**src/core/pced_pkg.sv**
```systemverilog
package pced_pkg;
   // register byte offsets
   localparam logic [7:0] OFS_B_RISE  = 8'h00;
   localparam logic [7:0] OFS_B_FALL  = 8'h04;
   localparam logic [7:0] OFS_B_FLAG  = 8'h08;
   localparam logic [7:0] OFS_C_RISE  = 8'h0c;
   localparam logic [7:0] OFS_C_FALL  = 8'h10;
   localparam logic [7:0] OFS_C_FLAG  = 8'h14;
   localparam logic [7:0] OFS_E_RISE  = 8'h18;
   localparam logic [7:0] OFS_E_FALL  = 8'h1c;
   localparam logic [7:0] OFS_E_FLAG  = 8'h20;
   localparam logic [7:0] OFS_CTRL    = 8'h24;
   localparam logic [7:0] OFS_IRQ_ST  = 8'h28;
   localparam logic [7:0] OFS_IRQ_MSK = 8'h2c;
   // implemented-bit masks
   localparam logic [7:0] MASK_B      = 8'hff;
   localparam logic [7:0] MASK_C      = 8'hdf;
   localparam logic [7:0] MASK_E      = 8'h08;
   // control register fields
   localparam int         CTRL_IE_BIT = 0;
   localparam int         CTRL_XR_BIT = 1;
   localparam int         CTRL_LV_BIT = 2;
   // irq status bit: summary change
   localparam int         IRQ_SUM_BIT = 0;
   localparam logic [7:0] RESET_VAL   = 8'h00;
   localparam logic [1:0] RESP_OKAY   = 2'b00;
   localparam logic [1:0] RESP_SLVERR = 2'b10;
endpackage

```
**src/core/pced_edge.sv**
```systemverilog
// ----------------------------------------
// pin edge detector
// ----------------------------------------
module pced_edge #(
   parameter int W = 8
) (
   // clock and reset
   input  wire logic         aclk,
   input  wire logic         aresetn,
   // pins and pulses
   input  wire logic [W-1:0] pin,
   output logic      [W-1:0] rise,
   output logic      [W-1:0] fall
);
   logic [W-1:0] s1_q;
   logic [W-1:0] s2_q;
   logic [W-1:0] prev_q;
   logic [2:0]   fill_q;

   // two-stage sync then previous sample
   always_ff @(posedge aclk) begin
      if (!aresetn) begin
         s1_q     <= '0;
         s2_q     <= '0;
         prev_q   <= '0;
         fill_q   <= '0;
      end else begin
         s1_q     <= pin;
         s2_q     <= s1_q;
         prev_q   <= s2_q;
         fill_q   <= {fill_q[1:0], 1'b1};
      end
   end

   // one-cycle pulses per transition, held off until prev_q holds a real sample
   // so that a pin resting high gives no false edge after reset
   assign rise = fill_q[2] ? (s2_q & ~prev_q) : '0;
   assign fall = fill_q[2] ? (~s2_q & prev_q) : '0;
endmodule

```
**src/core/pced_top.sv**
```systemverilog
// Functional notes
// - port b rising enable makes rising edge set pin flag and summary
// - port b falling enable makes falling edge set flags; clear disables
// - port b flag set on enabled rise or enabled fall; both catch either
// - flags read/write by software, cleared by writing zero
// - port c rising enables on bits 7-6,4-0; bit 5 reads zero
// - port c falling enables on bits 7-6,4-0; bit 5 reads zero
// - port c flags bits 7-6,4-0 set on enabled edges
// - port e rising enable only on bit 3, others read zero
// - reset-pin or low-voltage-programming enable disables port e pin 3 detection
// - detection continues with master enable clear; only interrupt suppressed (irq still raised from sticky status when its mask is set)
// - edge during flag write leaves flag set
// - summary flag is or of all pin flags
//
// Decided for this implementation: the register addresses and the AXI4-Lite interface to the registers.
module pced_top (
   // clock and reset
   input  wire logic        aclk,
   input  wire logic        aresetn,
   // axi4-lite write address
   input  wire logic [7:0]  s_axi_awaddr,
   input  wire logic        s_axi_awvalid,
   output logic             s_axi_awready,
   // axi4-lite write data
   input  wire logic [31:0] s_axi_wdata,
   input  wire logic [3:0]  s_axi_wstrb,
   input  wire logic        s_axi_wvalid,
   output logic             s_axi_wready,
   // axi4-lite write response
   output logic [1:0]       s_axi_bresp,
   output logic             s_axi_bvalid,
   input  wire logic        s_axi_bready,
   // axi4-lite read address
   input  wire logic [7:0]  s_axi_araddr,
   input  wire logic        s_axi_arvalid,
   output logic             s_axi_arready,
   // axi4-lite read data
   output logic [31:0]      s_axi_rdata,
   output logic [1:0]       s_axi_rresp,
   output logic             s_axi_rvalid,
   input  wire logic        s_axi_rready,
   // pins
   input  wire logic [7:0]  port_b_pin,
   input  wire logic [7:0]  port_c_pin,
   input  wire logic        port_e_pin3,
   // outputs to core
   output logic             summary_change_flag,
   output logic             irq
);
   // ----------------------------------------
   // state
   // ----------------------------------------
   logic [7:0]  b_rise_q, b_fall_q, b_flag_q, b_flag_d;
   logic [7:0]  c_rise_q, c_fall_q, c_flag_q, c_flag_d;
   logic [7:0]  e_rise_q, e_fall_q, e_flag_q, e_flag_d;
   logic [2:0]  ctrl_q;
   logic        ist_q, ist_d, imsk_q;
   logic [7:0]  aw_q, ar_q;
   logic        aw_have_q, w_have_q;
   logic [31:0] w_q;
   logic [3:0]  ws_q;
   logic        sum_flag;

   // ----------------------------------------
   // edge detection
   // ----------------------------------------
   logic [16:0] pins_all, rise_all, fall_all;
   assign pins_all = {port_e_pin3, port_c_pin, port_b_pin};

   pced_edge #(.W(17)) u_edge (
      .aclk    (aclk),
      .aresetn (aresetn),
      .pin     (pins_all),
      .rise    (rise_all),
      .fall    (fall_all)
   );

   // enabled-edge hits per port
   logic [7:0] b_hit, c_hit, e_hit;
   logic       e_off;
   assign e_off = ctrl_q[pced_pkg::CTRL_XR_BIT] | ctrl_q[pced_pkg::CTRL_LV_BIT];
   assign b_hit = (rise_all[7:0] & b_rise_q) | (fall_all[7:0] & b_fall_q);
   assign c_hit = ((rise_all[15:8] & c_rise_q) | (fall_all[15:8] & c_fall_q)) & pced_pkg::MASK_C;
   assign e_hit = e_off ? 8'h00 : ({4'h0, rise_all[16] & e_rise_q[3], 3'h0}
                                  | {4'h0, fall_all[16] & e_fall_q[3], 3'h0});

   // ----------------------------------------
   // axi write path
   // ----------------------------------------
   // mapped, word-aligned register address
   function automatic logic addr_ok(input logic [7:0] a);
      return a <= pced_pkg::OFS_IRQ_MSK && a[1:0] == 2'b00;
   endfunction

   logic       wr_go, rd_go;
   logic [7:0] wbyte;
   assign s_axi_awready = !aw_have_q && !s_axi_bvalid;
   assign s_axi_wready  = !w_have_q && !s_axi_bvalid;
   assign wr_go = aw_have_q && w_have_q && !s_axi_bvalid;
   assign wbyte = w_q[7:0];

   logic wr_b_rise, wr_b_fall, wr_b_flag, wr_c_rise, wr_c_fall, wr_c_flag;
   logic wr_e_rise, wr_e_fall, wr_e_flag, wr_ctrl, wr_ist, wr_imsk, wr_ok, wr_lane;
   assign wr_lane   = wr_go && ws_q[0];
   assign wr_b_rise = wr_lane && aw_q == pced_pkg::OFS_B_RISE;
   assign wr_b_fall = wr_lane && aw_q == pced_pkg::OFS_B_FALL;
   assign wr_b_flag = wr_lane && aw_q == pced_pkg::OFS_B_FLAG;
   assign wr_c_rise = wr_lane && aw_q == pced_pkg::OFS_C_RISE;
   assign wr_c_fall = wr_lane && aw_q == pced_pkg::OFS_C_FALL;
   assign wr_c_flag = wr_lane && aw_q == pced_pkg::OFS_C_FLAG;
   assign wr_e_rise = wr_lane && aw_q == pced_pkg::OFS_E_RISE;
   assign wr_e_fall = wr_lane && aw_q == pced_pkg::OFS_E_FALL;
   assign wr_e_flag = wr_lane && aw_q == pced_pkg::OFS_E_FLAG;
   assign wr_ctrl   = wr_lane && aw_q == pced_pkg::OFS_CTRL;
   assign wr_ist    = wr_lane && aw_q == pced_pkg::OFS_IRQ_ST;
   assign wr_imsk   = wr_lane && aw_q == pced_pkg::OFS_IRQ_MSK;
   assign wr_ok     = addr_ok(aw_q);

   // flag next values: hardware set wins over software write
   assign b_flag_d = (wr_b_flag ? (wbyte & pced_pkg::MASK_B) : b_flag_q) | b_hit;
   assign c_flag_d = (wr_c_flag ? (wbyte & pced_pkg::MASK_C) : c_flag_q) | c_hit;
   assign e_flag_d = (wr_e_flag ? (wbyte & pced_pkg::MASK_E) : e_flag_q) | e_hit;

   // summary event: sticky interrupt status, write one clears, set wins
   logic any_hit;
   assign any_hit = |{b_hit, c_hit, e_hit};
   assign ist_d = (ist_q & ~(wr_ist & wbyte[pced_pkg::IRQ_SUM_BIT])) | any_hit;

   // address/data capture and response
   always_ff @(posedge aclk) begin
      if (!aresetn) begin
         aw_have_q    <= 1'b0;
         w_have_q     <= 1'b0;
         aw_q         <= 8'h00;
         w_q          <= 32'h0;
         ws_q         <= 4'h0;
         s_axi_bvalid <= 1'b0;
         s_axi_bresp  <= pced_pkg::RESP_OKAY;
      end else begin
         if (s_axi_awvalid && s_axi_awready) begin
            aw_have_q <= 1'b1;
            aw_q      <= s_axi_awaddr;
         end
         if (s_axi_wvalid && s_axi_wready) begin
            w_have_q <= 1'b1;
            w_q      <= s_axi_wdata;
            ws_q     <= s_axi_wstrb;
         end
         if (wr_go) begin
            aw_have_q    <= 1'b0;
            w_have_q     <= 1'b0;
            s_axi_bvalid <= 1'b1;
            s_axi_bresp  <= wr_ok ? pced_pkg::RESP_OKAY : pced_pkg::RESP_SLVERR;
         end else if (s_axi_bready) begin
            s_axi_bvalid <= 1'b0;
         end
      end
   end

   // ----------------------------------------
   // registers
   // ----------------------------------------
   // enables and control, unimplemented bits held at zero
   always_ff @(posedge aclk) begin
      if (!aresetn) begin
         b_rise_q <= pced_pkg::RESET_VAL;
         b_fall_q <= pced_pkg::RESET_VAL;
         c_rise_q <= pced_pkg::RESET_VAL;
         c_fall_q <= pced_pkg::RESET_VAL;
         e_rise_q <= pced_pkg::RESET_VAL;
         e_fall_q <= pced_pkg::RESET_VAL;
         ctrl_q   <= 3'h0;
         imsk_q   <= 1'b0;
      end else begin
         if (wr_b_rise) b_rise_q <= wbyte & pced_pkg::MASK_B;
         if (wr_b_fall) b_fall_q <= wbyte & pced_pkg::MASK_B;
         if (wr_c_rise) c_rise_q <= wbyte & pced_pkg::MASK_C;
         if (wr_c_fall) c_fall_q <= wbyte & pced_pkg::MASK_C;
         if (wr_e_rise) e_rise_q <= wbyte & pced_pkg::MASK_E;
         if (wr_e_fall) e_fall_q <= wbyte & pced_pkg::MASK_E;
         if (wr_ctrl)   ctrl_q   <= wbyte[2:0];
         if (wr_imsk)   imsk_q   <= wbyte[pced_pkg::IRQ_SUM_BIT];
      end
   end

   // flags update regardless of master enable
   always_ff @(posedge aclk) begin
      if (!aresetn) begin
         b_flag_q <= pced_pkg::RESET_VAL;
         c_flag_q <= pced_pkg::RESET_VAL;
         e_flag_q <= pced_pkg::RESET_VAL;
         ist_q    <= 1'b0;
      end else begin
         b_flag_q <= b_flag_d;
         c_flag_q <= c_flag_d;
         e_flag_q <= e_flag_d;
         ist_q    <= ist_d;
      end
   end

   // summary flag and interrupt outputs
   assign sum_flag = |{b_flag_q, c_flag_q, e_flag_q};
   assign summary_change_flag = sum_flag;
   assign irq = (sum_flag & ctrl_q[pced_pkg::CTRL_IE_BIT]) | (ist_q & imsk_q);

   // ----------------------------------------
   // axi read path
   // ----------------------------------------
   logic [7:0] rd_val;
   logic       rd_ok;
   assign s_axi_arready = !s_axi_rvalid;
   assign rd_go = s_axi_arvalid && s_axi_arready;
   assign rd_ok = addr_ok(s_axi_araddr);
   always_comb begin
      unique case (s_axi_araddr)
         pced_pkg::OFS_B_RISE:  rd_val = b_rise_q;
         pced_pkg::OFS_B_FALL:  rd_val = b_fall_q;
         pced_pkg::OFS_B_FLAG:  rd_val = b_flag_q;
         pced_pkg::OFS_C_RISE:  rd_val = c_rise_q;
         pced_pkg::OFS_C_FALL:  rd_val = c_fall_q;
         pced_pkg::OFS_C_FLAG:  rd_val = c_flag_q;
         pced_pkg::OFS_E_RISE:  rd_val = e_rise_q;
         pced_pkg::OFS_E_FALL:  rd_val = e_fall_q;
         pced_pkg::OFS_E_FLAG:  rd_val = e_flag_q;
         pced_pkg::OFS_CTRL:    rd_val = {5'h0, ctrl_q};
         pced_pkg::OFS_IRQ_ST:  rd_val = {7'h0, ist_q};
         pced_pkg::OFS_IRQ_MSK: rd_val = {7'h0, imsk_q};
         default:               rd_val = 8'h00;
      endcase
   end

   // read data register
   always_ff @(posedge aclk) begin
      if (!aresetn) begin
         s_axi_rvalid <= 1'b0;
         s_axi_rdata  <= 32'h0;
         s_axi_rresp  <= pced_pkg::RESP_OKAY;
      end else if (rd_go) begin
         s_axi_rvalid <= 1'b1;
         s_axi_rdata  <= {24'h0, rd_val};
         s_axi_rresp  <= rd_ok ? pced_pkg::RESP_OKAY : pced_pkg::RESP_SLVERR;
      end else if (s_axi_rready) begin
         s_axi_rvalid <= 1'b0;
      end
   end

   // ----------------------------------------
   // assertions
   // ----------------------------------------
   // flag setting per port
   a_b_flag_set: assert property (@(posedge aclk) disable iff (!aresetn)
      |b_hit |=> |b_flag_q) else $error("port b flag not set");
   a_b_rise_set: assert property (@(posedge aclk) disable iff (!aresetn)
      |(rise_all[7:0] & b_rise_q) |=> |b_flag_q && summary_change_flag) else $error("port b rise lost");
   a_b_fall_set: assert property (@(posedge aclk) disable iff (!aresetn)
      |(fall_all[7:0] & b_fall_q) |=> |b_flag_q && summary_change_flag) else $error("port b fall lost");
   a_c_flag_set: assert property (@(posedge aclk) disable iff (!aresetn)
      |c_hit |=> (c_flag_q & $past(c_hit)) == $past(c_hit)) else $error("port c flag not set");
   a_e_flag_set: assert property (@(posedge aclk) disable iff (!aresetn)
      e_hit[3] |=> e_flag_q[3]) else $error("port e flag not set");

   // unimplemented bits stay zero
   a_c_bit5_zero: assert property (@(posedge aclk) disable iff (!aresetn)
      !c_rise_q[5] && !c_fall_q[5] && !c_flag_q[5]) else $error("port c bit 5 set");
   a_e_bits_zero: assert property (@(posedge aclk) disable iff (!aresetn)
      (e_rise_q & ~pced_pkg::MASK_E) == 8'h00) else $error("port e spare bit set");

   // software writes against hardware sets
   a_e_disabled: assert property (@(posedge aclk) disable iff (!aresetn)
      e_off && !wr_e_flag |=> $stable(e_flag_q)) else $error("port e flag moved while off");
   a_flag_wins: assert property (@(posedge aclk) disable iff (!aresetn)
      wr_c_flag && |c_hit |=> (c_flag_q & $past(c_hit)) == $past(c_hit)) else $error("edge lost");
   a_b_edge_wins: assert property (@(posedge aclk) disable iff (!aresetn)
      wr_b_flag && |b_hit |=> (b_flag_q & $past(b_hit)) == $past(b_hit)) else $error("port b edge lost");
   a_flag_clear: assert property (@(posedge aclk) disable iff (!aresetn)
      wr_b_flag && b_hit == 8'h00 |=> b_flag_q == ($past(wbyte) & pced_pkg::MASK_B)) else $error("flag write lost");

   // summary and interrupt
   a_sum_or: assert property (@(posedge aclk) disable iff (!aresetn)
      |b_flag_q |-> summary_change_flag) else $error("summary missing");
   a_sum_other: assert property (@(posedge aclk) disable iff (!aresetn)
      |{c_flag_q, e_flag_q} |-> summary_change_flag) else $error("summary missing other port");
   a_irq_gate: assert property (@(posedge aclk) disable iff (!aresetn)
      !ctrl_q[pced_pkg::CTRL_IE_BIT] && !imsk_q |-> !irq) else $error("irq leaked");
   a_irq_master: assert property (@(posedge aclk) disable iff (!aresetn)
      summary_change_flag && ctrl_q[pced_pkg::CTRL_IE_BIT] |-> irq) else $error("irq not raised");
   a_irq_status: assert property (@(posedge aclk) disable iff (!aresetn)
      ist_q && imsk_q |-> irq) else $error("status irq not raised");

   // edge detector
   a_pulse_one: assert property (@(posedge aclk) disable iff (!aresetn)
      rise_all[0] |=> !rise_all[0]) else $error("rise pulse too long");
   a_quiet_reset: assert property (@(posedge aclk) disable iff (!aresetn)
      !$past(aresetn) |-> (rise_all == 17'h0 && fall_all == 17'h0) [*3]) else $error("edge after reset");

   // ----------------------------------------
   // cover points
   // ----------------------------------------
   c_b_edge: cover property (@(posedge aclk) disable iff (!aresetn) |b_hit);
   c_flag_clear: cover property (@(posedge aclk) disable iff (!aresetn) wr_b_flag && wbyte == 8'h00);
   c_irq_up: cover property (@(posedge aclk) disable iff (!aresetn) $rose(irq));
   c_edge_on_write: cover property (@(posedge aclk) disable iff (!aresetn) wr_b_flag && |b_hit);
   c_e_blocked: cover property (@(posedge aclk) disable iff (!aresetn) e_off && rise_all[16]);
endmodule

```
**config.mk**
```make
export PLATFORM = sky130hd
export DESIGN_NAME = pced_top
export DESIGN_NICKNAME = d
export VERILOG_FILES = /design/src/core/pced_pkg.sv /design/src/core/pced_edge.sv /design/src/core/pced_top.sv
export SDC_FILE = /design/constraint.sdc
export NUM_CORES = 1
export LEC_CHECK = 0
export ABC_CLOCK_PERIOD_IN_PS = 4000
export BUFFER_PORTS_ARGS = -buffer_cell sky130_fd_sc_hd__buf_2
export CORE_MARGIN = 1.5
export CORE_UTILIZATION = 35
export CTS_CLUSTER_DIAMETER = 30
export DETAILED_ROUTE_END_ITERATION = 8
export GPL_ROUTABILITY_DRIVEN = 0
export GPL_TIMING_DRIVEN = 0
export PLACE_DENSITY_LB_ADDON = 0.12
export SLEW_MARGIN = 30
export SYNTH_ARGS = -nofsm -noshare
export SYNTH_HDL_FRONTEND = slang
export SYNTH_HIERARCHICAL = 1
export SYNTH_SLANG_ARGS = --single-unit
```
**constraint.sdc**
```tcl
create_clock -name aclk -period 4 [get_ports aclk]
set_clock_uncertainty 0.15 [all_clocks]
set_input_delay 0.6 -clock aclk [delete_from_list [all_inputs] [get_ports aclk]]
set_output_delay 0.6 -clock aclk [all_outputs]
set_load 0.01 [all_outputs]
```
# After elaboration in Yosys (flattened, before gate mapping)
# Index checks and enable logic that the tools add are counted.
[totals] register_bits=148 in_bits=76 output_inout_bits=43 wordCells=125
[op_classes] n_lt_le_gt_ge=2 n_eq_ne=22 n_mux=14 bitwise_logic=25 n_reduce_logical=35
[op_table] operator="8-bit case mux with 12 select lines" count=1
[op_table] operator="8-bit by 5-bit equality test with 1-bit output, second input constant" count=8
[op_table] operator="8-bit by 6-bit equality test with 1-bit output, second input constant" count=8
[op_table] operator="17-bit AND" count=2
[op_table] operator="17-bit 2-to-1 mux" count=2
[op_table] operator="17-bit inverter" count=2
[op_table] operator="8-bit AND" count=4
[op_table] operator="8-bit by 4-bit equality test with 1-bit output, second input constant" count=4
[op_table] operator="8-bit OR" count=4
[op_table] operator="8-bit 2-to-1 mux" count=3
[op_table] operator="24-bit OR reduction" count=1
[op_table] operator="23-bit OR reduction" count=1
[op_table] operator="1-bit logical AND" count=22
[op_table] operator="8-bit by 3-bit equality test with 1-bit output, second input constant" count=2
[op_table] operator="8-bit by 6-bit less-or-equal comparator with 1-bit output, second input constant" count=2
[op_table] operator="8-bit zero test" count=2
[op_table] operator="8-bit by 4-bit OR with 8-bit output" count=1
[op_table] operator="1-bit AND" count=6
[op_table] operator="1-bit 2-to-1 mux" count=5
[op_table] operator="1-bit zero test" count=4
[op_table] operator="2-bit zero test" count=2
[op_table] operator="2-bit 2-to-1 mux" count=2
[op_table] operator="4-bit 2-to-1 mux" count=1
[op_table] operator="4-bit OR" count=1
[op_table] operator="4 further kinds" count=8

# Longest topological paths before layout
[depth] word_depth=8 depth_mapped=6 ltp_nobuf=5

# By module
# Netlist, hierarchy kept.
[modules_own_cells] mod="pced_top" n_inst=1 cells_each=461 area_per_inst_um2=4212.8 seq_area_each_um2=1681.6
[modules_own_cells] mod="pced_edge" n_inst=1 cells_each=149 area_per_inst_um2=1789.2 seq_area_each_um2=1081.0

# Worst setup path after synthesis
# No wires, ideal clock.
[synth_timing] path_kind="register to output" start="register e_flag_q[3]" end="output port irq" t_arrival_ps=1012 t_required_ps=3250 path_slack_ps=2238 stages_incl_launch_ff=4 n_path_buf=0 cell_sequence="dfxtp_1 nor4_1 nand4_1 a22o_1"
[synth_between] elab_chain_len=3
[synth_rtl] element="from (decl)" line="pced_top.sv:55" text="logic [7:0] e_rise_q, e_fall_q, e_flag_q, e_flag_d;"
[synth_rtl] element="from (signal assigned)" line="pced_top.sv:191" text="e_flag_q <= pced_pkg::RESET_VAL;"
[synth_rtl] element="from (signal assigned)" line="pced_top.sv:196" text="e_flag_q <= e_flag_d;"
[synth_rtl] element="24-bit OR reduction" line="pced_top.sv:202" text="assign sum_flag = |{b_flag_q, c_flag_q, e_flag_q};"
[synth_rtl] element="via summary_change_flag" line="pced_top.sv:47" text="output logic summary_change_flag,"
[synth_rtl] element="1-bit AND" line="pced_top.sv:204" text="assign irq = (sum_flag & ctrl_q[pced_pkg::CTRL_IE_BIT]) | (ist_q & imsk_q);"
[synth_rtl] element="1-bit OR" line="pced_top.sv:204"
[synth_rtl] element="to (decl)" line="pced_top.sv:48" text="output logic irq"
# The timed path passes the listed nets, and every way through them passes these cells.

# Worst setup path after layout
[layout_timing] start="register b_flag_q[5]" end="output port irq"
[layout_between] elab_chain_len=3
[layout_rtl] element="from (decl)" line="pced_top.sv:53" text="logic [7:0] b_rise_q, b_fall_q, b_flag_q, b_flag_d;"
[layout_rtl] element="from (signal assigned)" line="pced_top.sv:189" text="b_flag_q <= pced_pkg::RESET_VAL;"
[layout_rtl] element="from (signal assigned)" line="pced_top.sv:194" text="b_flag_q <= b_flag_d;"
[layout_rtl] element="24-bit OR reduction" line="pced_top.sv:202"
[layout_rtl] element="1-bit AND" line="pced_top.sv:204"
[layout_rtl] element="1-bit OR" line="pced_top.sv:204"
# No other way between the ends.

==> impl_metrics.yaml <==
sta:
  period_share_pct: 63.5
  setup_viol: 0
  max_clock_freq_ghz: 0.394
  grt_setup_unrepaired: "false"
  final-hold-violation-count: 0
  fin_hold_ws_ns: 0.230
  post-route-min-period_ns: 2.54
  tightestPinTransition_ns: 0.651
  layout_setup_ws_ns: 1.46
  slew_headroom_pct: 56.0
  setup-tns-final_ns: 0
  drv_slew: 0
cts:
  clk_latency_ns: 0.42
  cts_root_buffer: "clkbuf_16"
  ctsResizeCount: 0
  clkTransAtPathRegs_ns: 0.06
  cts_tree: "done"
  htree_levels: 4
  post_cts_buffers: 0
  clk_path_buf_depth: 2
  cts.sinks: 135
  cts_hold_buf: 0
  cts_inserted_buffers: 17
cells_and_area:
  final_cell_mix: "dfxtp_1, buf_2, mux2i_1"
  final_common_cell: "dfxtp_1"
  layout-drive-gt1-share_pct: 25.7
  fin_nets: 786
  fill_cells: 1648
  stdcell_area_sq_mm: 0.00716
  num_antenna_cells: 0
  multi_input_comb_area_sq_mm: 0.00292
  seqCellArea_sq_mm: 0.00270
  syn2layout_area_growth_pct: 21.3
die:
  die_h_microns: 133
  dieArea_sq_mm: 0.0177
  coreArea_sq_mm: 0.0165
  ioPinCount: 119
  initial_core_util_pct: 35.7
  rows: 47
  die_w_microns: 133
worst_setup_path:
  crit_chain: "nor4_1 > nand4_1 > a22o_1 > buf_2"
  critPathRequiredTime_ns: 3.25
  max_stage_delay_ns: 0.38
  path_class: "reg2out"
  critPathCaptureType: "output pin"
  critPathSlowestCell: "nor4_1"
  cp.arrival_ns: 1.79
  start_kind: "register"
  cp_max_fo: 3
grt:
  grt_pass1_vias: 4311
  grtUsageTotal_pct: 18.0
  grt_pass1_wl_microns: 24000
  grt_max_degree: 17
  antenna_found_initial: 0
  grt-ovfl-total: 0
run_status:
  status: "complete, no violations"
detailed_routing:
  first_pass_iters: 4
  wl_per_cell_microns: 16.2
  ant_nets: 0
  wl_microns: 15300
  num_vias: 4526
  drt_iter0_drc: 271
  drcViolationCount: 0
  viasPerCell: 4.80
synthesis:
  netlist_area_sq_mm: 0.00590
  synth_cells: 602
  syn_avg_cell_area_sq_um: 9.81
  ys_warn_count: 6
placement:
  dp_hpwl_microns: 11500
  dp_slack_ns: 1.57
  numPortBuffers: 64
  placed_area_sq_mm: 0.00659
power_and_ir_drop:
  p_per_area_mw_per_mm2: 438
  design_power_total_mw: 3.14
  ir_drop_uv: 337
  p_leak_nw: 3.32
run:
  drv_cap: 0
worst_hold_path:
  hold_class: "in2reg"
[registers in the layout, indices dropped and copies added (netlist names), 3 cells and up]
register       flops
aw_q               8
b_fall_q           8
b_flag_q           8
b_rise_q           8
c_fall_q           7
c_flag_q           7
c_rise_q           7
ctrl_q             3
s_axi_rdata        8
u_edge/fill_q      3
u_edge/prev_q     16
u_edge/s1_q       16
u_edge/s2_q       16
w_q                8
[metrics by stage]
step / utilization, % / std cells
floorplan: - / 627
global placement: 39.9 / 911
detailed placement: 39.9 / 911
CTS: 43.3 / 943
global route: 43.3 / 943
finish: 43.3 / 943
[area by class of cell]
cell class	instances	share of cell area (%)
inverters	9	0.472
plain buffers	57	4.82
clock buffers	18	5.99
well taps	220	3.84
flip-flops and latches	135	37.7
clock inverters	14	1.92
repair buffers	64	4.47
multi-input cells	426	40.7
[report_power, final]
part,internal [mW],switching (mW)
Combinational,0.0917,0.131
Clock,0.870,0.633
Sequential,1.38,0.0290
[metal layers]
metal	part of all wire, %	up-vias	track usage, %
li1	-	2290	-
met4	1.6	0	5.07
met3	5.8	16	5.36
met2	46	127	29.0
met5	0	-	0
met1	47	2093	23.3
[critical path, delay by kind of cell (launching register included)]
kind,cells,cell delay [ns]
DFF,1,0.34
AOI/OAI and AO/OA,1,0.26
buffers and inverters,1,0.14
and+or+nand+nor,2,0.63
[final timing paths]
kind	from	to	cells after the start	slack, ns
min reg2reg	u_edge/s1_q[4]$_SDFF_PN0_	u_edge/s2_q[4]$_SDFF_PN0_	1	0.28
max	b_flag_q[5]$_SDFF_PN0_	irq	4	1.46
min	port_b_pin[3]	u_edge/s1_q[3]$_SDFF_PN0_	2	0.23
max reg2reg	u_edge/fill_q[2]$_SDFF_PN0_	ist_q$_SDFF_PN0_	6	2.02
No activity file was read; power rests on OpenSTA's default activity.
